===== src/design/dskip_defs.svh =====
// Constants for the decrement-and-skip instruction decoder.
`ifndef DSKIP_DEFS_SVH
`define DSKIP_DEFS_SVH
`define OPC_SKIP_ZERO 6'h0B
`define OPC_SKIP_NONZERO 6'h13
`define OPC_MSB 15
`define OPC_LSB 10
`define DEST_BIT 9
`define BANK_BIT 8
`define INDEXED_LIMIT 8'h5F
`define QPHASES 2'h3
`endif


===== src/design/dskip_pkg.sv =====
// Types for the decrement-and-skip instruction decoder.
package dskip_pkg;
    typedef enum logic [1:0] {
        EXEC_IDLE,
        EXEC_RUN,
        EXEC_FLUSH
    } exec_state_type;
endpackage : dskip_pkg


===== src/design/dskip_decoder.sv =====
// Decoder and executor for decrement-and-skip-on-zero and -on-nonzero.
`timescale 1ns/1ps
`include "dskip_defs.svh"
module dskip_decoder
    import dskip_pkg::*;
(
    // Clock and reset
    input wire logic clk_sys_i,
    input wire logic resetn_i,
    // Instruction stream
    input wire logic [15:0] instr_i,
    input wire logic instr_valid_i,
    input wire logic next_two_word_i,
    input wire logic extended_set_i,
    // Operand and bank
    input wire logic [7:0] file_data_i,
    input wire logic [3:0] bank_select_register_i,
    // Memory and working register writes
    output logic [11:0] file_addr_o,
    output logic indexed_mode_o,
    output logic [7:0] result_o,
    output logic wreg_we_o,
    output logic file_we_o,
    // Control
    output logic skip_o,
    output logic busy_o,
    output logic [1:0] phase_o,
    output logic cycle_end_o
);
    exec_state_type state;
    logic [15:0] instr;
    logic [1:0] flush_left;
    logic is_zero_op;
    logic is_nonzero_op;
    logic [7:0] dec_value;
    logic take_skip;

    function automatic logic match_opc(input logic [15:0] w, input logic [5:0] opc);
        match_opc = (w[`OPC_MSB:`OPC_LSB] == opc);
    endfunction : match_opc

    dskip_qphase dskip_qphase_i (
        .clk_sys_i(clk_sys_i),
        .resetn_i(resetn_i),
        .phase_o(phase_o),
        .cycle_end_o(cycle_end_o)
    );

    assign is_zero_op = match_opc(instr, `OPC_SKIP_ZERO);
    assign is_nonzero_op = match_opc(instr, `OPC_SKIP_NONZERO);
    assign dec_value = file_data_i - 8'h01;
    // Only the result drives the skip; no status flag is touched here.
    assign take_skip = (is_zero_op && dec_value == 8'h00)
        || (is_nonzero_op && dec_value != 8'h00);
    assign busy_o = (state != EXEC_IDLE);

    // Instruction latch and sequence.
    always_ff @(posedge clk_sys_i) begin
        if (!resetn_i) begin
            state <= EXEC_IDLE;
            instr <= 16'h0000;
            flush_left <= 2'h0;
        end else if (cycle_end_o) begin
            case (state)
                EXEC_IDLE: begin
                    if (instr_valid_i && (match_opc(instr_i, `OPC_SKIP_ZERO)
                        || match_opc(instr_i, `OPC_SKIP_NONZERO))) begin
                        instr <= instr_i;
                        state <= EXEC_RUN;
                    end
                end
                EXEC_RUN: begin
                    if (take_skip) begin
                        // Prefetched word(s) become no-operations.
                        flush_left <= next_two_word_i ? 2'h2 : 2'h1;
                        state <= EXEC_FLUSH;
                    end else begin
                        state <= EXEC_IDLE;
                    end
                end
                EXEC_FLUSH: begin
                    flush_left <= flush_left - 2'h1;
                    if (flush_left == 2'h1) begin
                        state <= EXEC_IDLE;
                    end
                end
                default: state <= EXEC_IDLE;
            endcase
        end
    end

    // Address formation, latched in the first phase of the executing cycle.
    always_ff @(posedge clk_sys_i) begin
        if (!resetn_i) begin
            file_addr_o <= 12'h000;
            indexed_mode_o <= 1'b0;
        end else if (state == EXEC_RUN && phase_o == 2'h0) begin
            if (instr[`BANK_BIT]) begin
                file_addr_o <= {bank_select_register_i, instr[7:0]};
                indexed_mode_o <= 1'b0;
            end else begin
                // Low half of the access bank maps to bank 0, high half to bank 15.
                file_addr_o <= {{4{instr[7]}}, instr[7:0]};
                indexed_mode_o <= extended_set_i && (instr[7:0] <= `INDEXED_LIMIT);
            end
        end
    end

    // Result write in the last phase of the executing cycle.
    always_ff @(posedge clk_sys_i) begin
        if (!resetn_i) begin
            result_o <= 8'h00;
            wreg_we_o <= 1'b0;
            file_we_o <= 1'b0;
            skip_o <= 1'b0;
        end else begin
            wreg_we_o <= 1'b0;
            file_we_o <= 1'b0;
            if (state == EXEC_RUN && cycle_end_o) begin
                result_o <= dec_value;
                wreg_we_o <= !instr[`DEST_BIT];
                file_we_o <= instr[`DEST_BIT];
                skip_o <= take_skip;
            end else if (state == EXEC_IDLE) begin
                skip_o <= 1'b0;
            end
        end
    end

    property p_dest_route;
        @(posedge clk_sys_i) disable iff (!resetn_i)
        (state == EXEC_RUN && cycle_end_o) |=> (wreg_we_o != file_we_o);
    endproperty
    a_dest_route: assert property (p_dest_route) else $error("dest write not exclusive");

    property p_result_dec;
        @(posedge clk_sys_i) disable iff (!resetn_i)
        (state == EXEC_RUN && cycle_end_o) |=> (result_o == $past(file_data_i) - 8'h01);
    endproperty
    a_result_dec: assert property (p_result_dec) else $error("result not decremented");

    property p_zero_skip;
        @(posedge clk_sys_i) disable iff (!resetn_i)
        (state == EXEC_RUN && cycle_end_o && is_zero_op && file_data_i == 8'h01)
            |=> (state == EXEC_FLUSH);
    endproperty
    a_zero_skip: assert property (p_zero_skip) else $error("zero skip not taken");

    property p_nonzero_skip;
        @(posedge clk_sys_i) disable iff (!resetn_i)
        (state == EXEC_RUN && cycle_end_o && is_nonzero_op && file_data_i != 8'h01)
            |=> (state == EXEC_FLUSH);
    endproperty
    a_nonzero_skip: assert property (p_nonzero_skip) else $error("nonzero skip missed");

    property p_no_skip_one_cycle;
        @(posedge clk_sys_i) disable iff (!resetn_i)
        (state == EXEC_RUN && cycle_end_o && !take_skip) |=> (state == EXEC_IDLE);
    endproperty
    a_no_skip_one_cycle: assert property (p_no_skip_one_cycle) else $error("extra cycle");

    property p_flush_two;
        @(posedge clk_sys_i) disable iff (!resetn_i)
        (state == EXEC_RUN && cycle_end_o && take_skip && next_two_word_i)
            |=> (state == EXEC_FLUSH) [*8];
    endproperty
    a_flush_two: assert property (p_flush_two) else $error("two-word flush short");

    // The executing cycle's own write pulse lands on the first flush clock.
    property p_flush_no_write;
        @(posedge clk_sys_i) disable iff (!resetn_i)
        (state == EXEC_FLUSH)
            |-> (skip_o && ((!wreg_we_o && !file_we_o) || $past(state) == EXEC_RUN));
    endproperty
    a_flush_no_write: assert property (p_flush_no_write) else $error("write during flush");

    property p_bank_select;
        @(posedge clk_sys_i) disable iff (!resetn_i)
        (state == EXEC_RUN && phase_o == 2'h0 && instr[`BANK_BIT])
            |=> (file_addr_o[11:8] == $past(bank_select_register_i) && !indexed_mode_o);
    endproperty
    a_bank_select: assert property (p_bank_select) else $error("bank select wrong");

    property p_indexed;
        @(posedge clk_sys_i) disable iff (!resetn_i)
        (state == EXEC_RUN && phase_o == 2'h0 && !instr[`BANK_BIT] && extended_set_i
            && instr[7:0] <= 8'h5F) |=> indexed_mode_o;
    endproperty
    a_indexed: assert property (p_indexed) else $error("indexed mode missed");

    property p_opcode_refused;
        @(posedge clk_sys_i) disable iff (!resetn_i)
        (state == EXEC_IDLE && cycle_end_o && !(match_opc(instr_i, `OPC_SKIP_ZERO)
            || match_opc(instr_i, `OPC_SKIP_NONZERO))) |=> (state == EXEC_IDLE);
    endproperty
    a_opcode_refused: assert property (p_opcode_refused) else $error("foreign opcode ran");

    property p_we_pulse;
        @(posedge clk_sys_i) disable iff (!resetn_i)
        (wreg_we_o || file_we_o) |=> (!wreg_we_o && !file_we_o);
    endproperty
    a_we_pulse: assert property (p_we_pulse) else $error("write enable longer than a clock");

    property p_flush_one;
        @(posedge clk_sys_i) disable iff (!resetn_i)
        (state == EXEC_RUN && cycle_end_o && take_skip && !next_two_word_i)
            |=> (state == EXEC_FLUSH) [*4] ##1 (state == EXEC_IDLE);
    endproperty
    a_flush_one: assert property (p_flush_one) else $error("one-word flush wrong length");

    property p_access_bank;
        @(posedge clk_sys_i) disable iff (!resetn_i)
        (state == EXEC_RUN && phase_o == 2'h0 && !instr[`BANK_BIT])
            |=> (file_addr_o[11:8] == {4{$past(instr[7])}});
    endproperty
    a_access_bank: assert property (p_access_bank) else $error("access bank wrong");
endmodule : dskip_decoder


===== src/design/dskip_qphase.sv =====
// Four-phase divider that paces one instruction cycle.
`timescale 1ns/1ps
`include "dskip_defs.svh"
module dskip_qphase (
    // Clock and reset
    input wire logic clk_sys_i,
    input wire logic resetn_i,
    // Phase outputs
    output logic [1:0] phase_o,
    output logic cycle_end_o
);
    always_ff @(posedge clk_sys_i) begin
        if (!resetn_i) begin
            phase_o <= 2'h0;
        end else begin
            phase_o <= phase_o + 2'h1;
        end
    end
    assign cycle_end_o = (phase_o == 2'(`QPHASES));
endmodule : dskip_qphase


===== config.mk =====
export PLATFORM = sky130hd
export DESIGN_NAME = dskip_decoder
export DESIGN_NICKNAME = d
export VERILOG_FILES = /design/src/design/dskip_pkg.sv /design/src/design/dskip_decoder.sv /design/src/design/dskip_qphase.sv
export VERILOG_INCLUDE_DIRS = /design/src /design/src/design
export SDC_FILE = /design/constraint.sdc
export NUM_CORES = 1
export LEC_CHECK = 0
export BUFFER_PORTS_ARGS = -buffer_cell sky130_fd_sc_hd__buf_2
export CAP_MARGIN = 10
export CORE_MARGIN = 5
export CORE_UTILIZATION = 54
export CTS_CLUSTER_DIAMETER = 50
export DETAILED_ROUTE_END_ITERATION = 6
export PLACE_DENSITY = 0.84
export SYNTH_ARGS = -nofsm -noshare
export SYNTH_HDL_FRONTEND = slang
export SYNTH_SLANG_ARGS = --single-unit
export TNS_END_PERCENT = 20

===== constraint.sdc =====
create_clock -name clk_sys_i -period 8.4 [get_ports clk_sys_i]
set_input_delay 1.68 -clock clk_sys_i [delete_from_list [all_inputs] [get_ports clk_sys_i]]
set_output_delay 1.68 -clock clk_sys_i [all_outputs]
set_load 0.02 [all_outputs]

== Word-level counts from Yosys, hierarchy flattened ==
Cells that the tools add are included.

* Memories kept: 0
* Latch bits: 0
* Bits in writable memories: 0
* Input port bits: 33
* Bits in read-only memories: 0
* Flip-flop bits (word level): 46
* Output and inout port bits: 28

* Add/sub/neg operators: 3
* Equal/unequal tests: 11
* Muxes and demuxes: 11
* $mul: 0
* Div/mod/pow operators: 0
* Magnitude comparators: 1
* Shift-type cells: 0
* Reduce and logical (&&, ||, !) cells: 20
* Bitwise gates (word level): 0

{| class="wikitable"
|+ Operators with widths
! cell !! number
|-
| $eq 6x4->1 const B || 2
|-
| $eq 6x5->1 const B || 2
|-
| $mux 12 || 1
|-
| $mux 2 || 5
|-
| $reduce_and 3->1 || 3
|-
| $le 8x7->1 const B || 1
|-
| $logic_not 8->1 || 1
|-
| $reduce_bool 8->1 || 1
|-
| $sub 8x1->8 const B || 1
|-
| $logic_and 1x1->1 || 6
|-
| $ne 2x2->1 const B || 3
|-
| $pmux 2 s3 || 1
|-
| $reduce_bool 2->1 || 3
|-
| $eq 2x1->1 const B || 2
|-
| $eq 2x2->1 const B || 2
|-
| $logic_not 2->1 || 2
|-
| $pmux 2 s2 || 1
|-
| $mux 1 || 3
|-
| $add 2x1->2 const B || 1
|-
| $logic_or 1x1->1 || 2
|-
| $reduce_and 2->1 || 1
|-
| $sub 2x1->2 const B || 1
|-
| $logic_not 1->1 || 1
|}

== Logic depth before layout (Yosys ltp) ==
Gate-level depths: netlist (run 1).

* Depth after elaboration: 6
* Mapped depth: 9
* Gate-level depth less buffers: 9

== Hierarchy ==
Synthesis (run 1) repeated with hierarchy kept, for this count alone.

* Cell total of the unflattened synthesis: 227
* Area total of the unflattened synthesis: 2009.4 µm²

{| class="wikitable"
|+ By module, submodules not included
! module !! area an instance (µm²) !! cells each !! instances !! seq. area each (µm²)
|-
| dskip_decoder || 1936.9 || 222 || 1 || 880.8
|-
| dskip_qphase || 72.6 || 5 || 1 || 40.0
|}

== Worst setup path after synthesis (run 1) ==
OpenSTA, ideal clock, no wires.

* Path type: input to register
* Start: input port file_data_i[1]
* End: register flush_left[0]
* Setup time: 86 ps
* Setup slack: 4337 ps
* Arrival time: 3977 ps
* Stages on the path: 9
* Data required time: 8314 ps
* Cell sequence: inv_1 ha_1 or4b_2 xnor2_1 or3_1 a211oi_1 mux2_4 o21a_1 a221oi_2

* Longest elaborated chain between the ends: 6
* Elaborated cells on any way between the ends: 8
* Classes of those cells: add/sub (1); eq/ne (1); reduce/logical (6)

{| class="wikitable"
|+ Ends and longest elaborated chain
! item !! RTL line !! source
|-
| start: declaration || dskip_decoder.sv:16 || <nowiki>input wire logic [7:0] file_data_i,</nowiki>
|-
| $sub 8x1->8 * || dskip_decoder.sv:51 || <nowiki>assign dec_value = file_data_i - 8'h01;</nowiki>
|-
| $logic_not 8->1 / $reduce_bool 8->1 (equally long branches) || dskip_decoder.sv:53, dskip_decoder.sv:54 ||
|-
| $logic_and 1x1->1 (on tied branches) || dskip_decoder.sv:53, dskip_decoder.sv:54 ||
|-
| $logic_or 1x1->1 * || dskip_decoder.sv:54 || <nowiki>|| (is_nonzero_op && dec_value != 8'h00);</nowiki>
|-
| $ne 2x2->1 (no source line) * || - ||
|-
| $reduce_and 3->1 (no source line) * || - ||
|-
| end signal: assignment || dskip_decoder.sv:75 || <nowiki>flush_left <= next_two_word_i ? 2'h2 : 2'h1;</nowiki>
|-
| end signal: assignment || dskip_decoder.sv:82 || <nowiki>flush_left <= flush_left - 2'h1;</nowiki>
|-
| end: declaration || dskip_decoder.sv:32 || <nowiki>logic [1:0] flush_left;</nowiki>
|}

Mark *: on every way between the ends. The rest lies on a longest branch, timed or not.
A chain may end at the register's enable or synchronous reset.

== Final worst setup path (run 1) ==
* Start: input port file_data_i[0]
* End: register flush_left[1]

* Longest elaborated chain between the ends: 6
* Elaborated cells on any way between the ends: 8
* Classes of those cells: add/sub (1); eq/ne (1); reduce/logical (6)

{| class="wikitable"
|+ Ends and longest elaborated chain
! item !! RTL line !! source
|-
| $sub 8x1->8 * || dskip_decoder.sv:51 ||
|-
| via dec_value[0] || dskip_decoder.sv:35 || <nowiki>logic [7:0] dec_value;</nowiki>
|-
| $logic_not 8->1 / $reduce_bool 8->1 (equally long branches) || dskip_decoder.sv:53, dskip_decoder.sv:54 ||
|-
| $logic_and 1x1->1 (on tied branches) || dskip_decoder.sv:53, dskip_decoder.sv:54 ||
|-
| $logic_or 1x1->1 * || dskip_decoder.sv:54 ||
|-
| $ne 2x2->1 (no source line) * || - ||
|-
| $reduce_and 3->1 (no source line) * || - ||
|}

The timed path passes the listed nets; every way through them passes the cells marked *.

==> results of run 1 <==
layer usage:
metal	routed length [um]	global-route usage, %
met5	0	0
met2	1960	28.1
met3	268	6.52
met1	1690	20.9
met4	38	3.90
sequential cells by signal, indices dropped and copies added (netlist names):
register	flops
dskip_qphase_i.phase_o	2
file_addr_o	12
file_we_o	1
flush_left	2
indexed_mode_o	1
instr	16
result_o	8
skip_o	1
state	2
wreg_we_o	1
stage by stage:
stage / setup WS, ns / hold slack, ns / area, um2
2_1_floorplan: 4.34 / 0.402 / 1920
3_3_place_gp: 4.13 / 0.420 / 2240
5_1_grt: 4.34 / 0.481 / 2320
6_report: 4.44 / 0.445 / 2320
4_1_cts: 4.47 / 0.446 / 2320
3_5_place_dp: 4.08 / 0.423 / 2240
cell type report:
cell class / instances / area share [%]
sequential: 46 / 39.7
multi-input combinational: 144 / 39.3
timing repair buffer: 61 / 13.3
tap: 46 / 2.48
clock buffer: 6 / 1.78
inverter: 11 / 1.78
clock inverter: 2 / 1.62
cells in the mapped netlist, types with 2 or more instances:
master / n
a211oi_1: 8
a21oi_1: 13
a311oi_1: 4
and2_1: 2
and3_1: 3
and3b_1: 2
clkbuf_1: 10
dfxtp_1: 46
ha_1: 5
inv_1: 11
mux2i_1: 13
nand2_1: 24
nand2b_1: 2
nand3b_1: 4
nand4_1: 2
nor2_1: 30
nor2b_1: 3
nor3_1: 4
o21ai_0: 4
or3_1: 3
or4_1: 2
xnor2_1: 2
xor2_1: 2
power by group:
part | total, mW | switching (mW) | internal (mW)
registers | 0.220 | 0.000765 | 0.219
clock network | 0.131 | 0.0686 | 0.0628
logic | 0.0241 | 0.0138 | 0.0103
total | 0.375 | 0.0832 | 0.292
worst min-delay path by stage:
| stage | cells past startpoint | slack [ns] | endpoint |
|---|---|---|---|
| floorplan | 1 | 0.40 | wreg_we_o |
| finish | 1 | 0.45 | wreg_we_o |
| detailed placement | 1 | 0.42 | wreg_we_o |
| global placement | 1 | 0.42 | wreg_we_o |
| global route | 1 | 0.48 | wreg_we_o |
| CTS | 1 | 0.45 | wreg_we_o |
critical path, delay by kind of cell:
family,cells,cell delay [ns]
simple gates,2,0.96
fa+ha+maj,1,0.18
mux,1,0.37
compound gates,3,0.65
buf+inv,2,0.19
xor+xnor,1,0.15
kinds of logic after synthesis:
family	after synthesis	share of synthesized area, %
simple gates	84	21.9
flops	46	48.1
compound gates	37	13.0
buf+inv	22	4.38
mux	14	7.58
fa+ha+maj	5	3.27
xor+xnor	4	1.83
==> flow_metrics.tcl, run 1 <==
set metrics [dict create \
    hold_path.class "reg2reg" \
    reg2reg_slack_ns 5.74 \
    tightest_slew_ns 0.827 \
    setup_tns_ns 0 \
    slew_headroom_pct 44.9 \
    synth_area_leaders "dfxtp_1, mux2i_1, nor2_1" \
    cts_tree "done" \
    setup_viol 0 \
    cts_resized 0 \
    dr.pass1.iters 5 \
    timing.final.crit_share_pct 47.1 \
    initial_core_util_pct 56.5 \
    start_kind "input pin" \
    final-seq-area_um2 921 \
    multi_input_area_um2 911 \
    outcome "finished clean" \
    finalMaxSlewViolations 0 \
    p_leak_nw 1.08 \
    hold_viol_final 0 \
    worstReg2RegStart "dskip_qphase_i.phase_o[0]" \
    clock_sinks 46 \
    path_clk_slew_ns 0.12 \
    stdcell_count 316 \
    io_pins 61 \
    cts_hold_buf 0 \
    die-area_um2 4840 \
    post_synth.cell_area_avg_um2 9.04 \
    root_buffer "clkbuf_4" \
    worst-r2r-cell-count 7 \
    clock_latency_ns 0.36 \
    critPathMaxStageDelay_ns 0.66 \
    synth_area_um2 1920 \
    viasPerCell 5.17 \
    clock_path_buffers 2 \
    rsz0062_at_grt "false" \
    drtIter0Drc 98 \
    nets 307 \
    chipWidth_um 69.6 \
    die_h_um 69.6 \
    ir_drop_mv 0.120 \
    globalRouteOverflowTotal 0 \
    p_per_area_nw_per_um2 162 \
    cp.required_ns 8.61 \
    ys_warn_count 0 \
    grt_pass1_vias 1466 \
    antenna_found_initial 0 \
    cp_slowest_cell "or4b_2" \
    path_cells "buf_2 > inv_1 > ha_1 > or4b_2 > xnor2_1 > or3_1 > a211oi_1 > mux2_4 > a221oi_1 > a311oi_1" \
    async_flop_share_pct 0 \
    crit_type "in2reg" \
    final_util_pct 68.4 \
    layout_commonest_cell "buf_2" \
    grt_use_total_pct 17.0 \
    power_mw 0.375 \
    synth_top_area_share_pct 48.1 \
    maxCapViolations 0 \
    drtAntennaViolNets 0 \
    coreArea_um2 3390 \
    hp-start "instr[9]" \
    syn_to_final_growth_pct 21.0 \
    worstSetupEndpoint "flush_left[1]" \
    synth_edf_count 0 \
    num_vias 1633 \
    grt_max_degree 23 \
    num_rows 21 \
    netlist_instances 212 \
    yosysTopAreaCell "dfxtp_1" \
    drive_gt1_share_pct 26.7 \
    finalWirelength_mm 3.96 \
    crit_arrival_ns 4.17 \
    critPathLaunch "file_data_i[0]" \
    nFillCells 285 \
    clock_skew_ns 0.0145 \
    wire_per_inst_um 12.5 \
    cts.htree.levels 2 \
    crit_path_end_kind "register" \
    diodes 0 \
    max_freq_mhz 253 \
    numCtsBuffers 5 \
    synth_ff_type "dfxtp_1" \
    detailed_place_hpwl_mm 2.92 \
    worstReg2RegEnd "flush_left[1]" \
    dp_cells 308 \
    drc 0 \
    cp_max_fo 6 \
    ys_types 36 \
    fin_crit_ns 3.96 \
    yosysSeqAreaShare_pct 48.1 \
    grt_pass1_wl_mm 6.73 \
    portBuffers 60 \
    layout_common_cells "buf_2, dfxtp_1, nor2_1, nand2_1" \
    cts_setup_buffers 0 \
    ys_ff_latch 46 \
    syn_nets 250 \
    place_congestion 0.777 \
]
Power figures use the tool's default switching activity.
==> run 2: changes to the inputs <==
- CORE_UTILIZATION: 54 -> 50
- PLACE_DENSITY: 0.84 -> 0.79
- clock period: 8.4 -> 3.77 ns (I/O delays scaled with it)
==> run 2 against run 1 <==
Clock-buffer cell count increased by 1. Critical endpoint is now flush_left[0]. Non-clock buffer count unchanged. Die area rose by 6.8%. First-iteration DRC count shrank 47%. Sequential share of layout area is the same.
==> flow_metrics.tcl, run 2 (synthesis results as in run 1) <==
set metrics [dict create \
    outcome "finished clean" \
    max_freq_mhz 323 \
    drtIter0Drc 52 \
    clock_path_buffers 2 \
    cts.htree.levels 2 \
    finalMaxSlewViolations 0 \
    viasPerCell 5.03 \
    timing.final.crit_share_pct 82.0 \
    met2_usage_pct 25.6 \
    nets 307 \
    syn_to_final_growth_pct 21.0 \
    dr.pass1.iters 4 \
    root_buffer "clkbuf_8" \
    rsz0062_at_grt "false" \
    final_util_pct 62.8 \
    crit_arrival_ns 3.30 \
    p_leak_nw 1.08 \
    dp_slack_ns 0.369 \
    ir_drop_mv 0.242 \
    cts_resized 0 \
    hold_path.class "reg2reg" \
    numCtsBuffers 5 \
    critPathMaxStageDelay_ns 0.67 \
    clock_latency_ns 0.29 \
    start_kind "input pin" \
    detailed_place_hpwl_mm 2.90 \
    largest_reg_flops 16 \
    maxCapViolations 0 \
    path_clk_slew_ns 0.08 \
    worst_slack_ns 0.677 \
    finalWirelength_mm 3.82 \
    hp-start "instr[9]" \
    cts_tree "done" \
    hold_viol_final 0 \
    grtUsageMet3_pct 3.74 \
    reg.largest.list "instr: 16 flops, file_addr_o: 12 flops, result_o: 8 flops" \
    crit_buf_inv 2 \
    setup_viol 0 \
    num_rows 22 \
    p_per_area_nw_per_um2 352 \
    drtAntennaViolNets 0 \
    critPathLaunch "file_data_i[0]" \
    slew_headroom_pct 44.6 \
    antenna_found_initial 0 \
    tightest_slew_ns 0.832 \
    die_h_um 71.9 \
    crit_type "in2reg" \
    wire_per_inst_um 12.0 \
    initial_core_util_pct 51.9 \
    cts_hold_buf 0 \
    drive_gt1_share_pct 26.0 \
    power_mw 0.817 \
    grt_pass1_vias 1436 \
    clock_skew_ns 0.00574 \
    crit_path_end_kind "register" \
    grt_max_degree 22 \
    io_pins 61 \
    drc 0 \
    globalRouteOverflowTotal 0 \
    diodes 0 \
    grt_use_total_pct 14.8 \
    num_vias 1594 \
    layout_common_cells "buf_2, dfxtp_1, nor2_1, nand2_1" \
    cts_setup_buffers 0 \
    cp_max_fo 6 \
    cp_slowest_cell "or4b_2" \
    coreArea_um2 3690 \
    place_congestion 0.722 \
    portBuffers 60 \
    fin_crit_ns 3.09 \
    chipWidth_um 71.9 \
    grt-busiest-layer "met2" \
    grt_pass1_wl_mm 6.17 \
    top_register "instr" \
    layout_commonest_cell "buf_2" \
    setup_tns_ns 0 \
    worstReg2RegStart "dskip_qphase_i.phase_o[0]" \
    grt_util_met1_pct 18.1 \
    clock_sinks 46 \
    crit_family "simple AND/OR/NAND/NOR gates" \
    hold_ws_ns 0.436 \
    cp.required_ns 3.98 \
    path_cells "buf_2 > inv_1 > ha_1 > or4b_2 > xnor2_1 > or3_1 > a211oi_1 > mux2_4 > o21a_1 > a221oi_2" \
    die-area_um2 5170 \
]
==> run 2: layout make-up <==
type / count / area (um2)
tap: 48 / 60.1
fill: 351 / 1370
timing repair buffer: 61 / 308
inverter: 11 / 41.3
multi-input combinational: 144 / 911
clock buffer: 7 / 76.3
sequential: 46 / 921
==> run 2: final timing paths <==
kind / endpoint / slack [ns] / depth (start not counted)
min reg2reg: wreg_we_o / 0.44 / 1
min: wreg_we_o / 0.44 / 1
max reg2reg: flush_left[0] / 1.20 / 7
max: flush_left[0] / 0.68 / 10
==> run 2: layer usage <==
layer	wire length (um)	share of wire [%]	vias up
met3	229	6.0	4
met4	36	0.94	0
met5	0	0	-
li1	-	-	839
met1	1710	45	714
met2	1840	48	37
==> run 2: per-stage QoR <==
| step | area, um2 | std cells |
|---|---|---|
| 2_1_floorplan | 1920 | 212 |
| 3_3_place_gp | 2240 | 310 |
| 3_5_place_dp | 2240 | 310 |
| 4_1_cts | 2320 | 317 |
| 5_1_grt | 2320 | 317 |
| 6_report | 2320 | 317 |
==> run 2: worst register-to-register path, delay by kind of cell, from the launching register on <==
kind	cells	cell delay [ns]
and+or+nand+nor	3	1.12
AOI/OAI and AO/OA	2	0.39
DFF	1	0.38
muxes	1	0.32
adders and majority gates	1	0.29
==> run 2: power breakdown <==
part	internal, mW	switching (mW)	total, mW
registers	0.488	0.00182	0.489
logic	0.0228	0.0300	0.0529
clock network	0.128	0.147	0.275
total	0.638	0.179	0.817
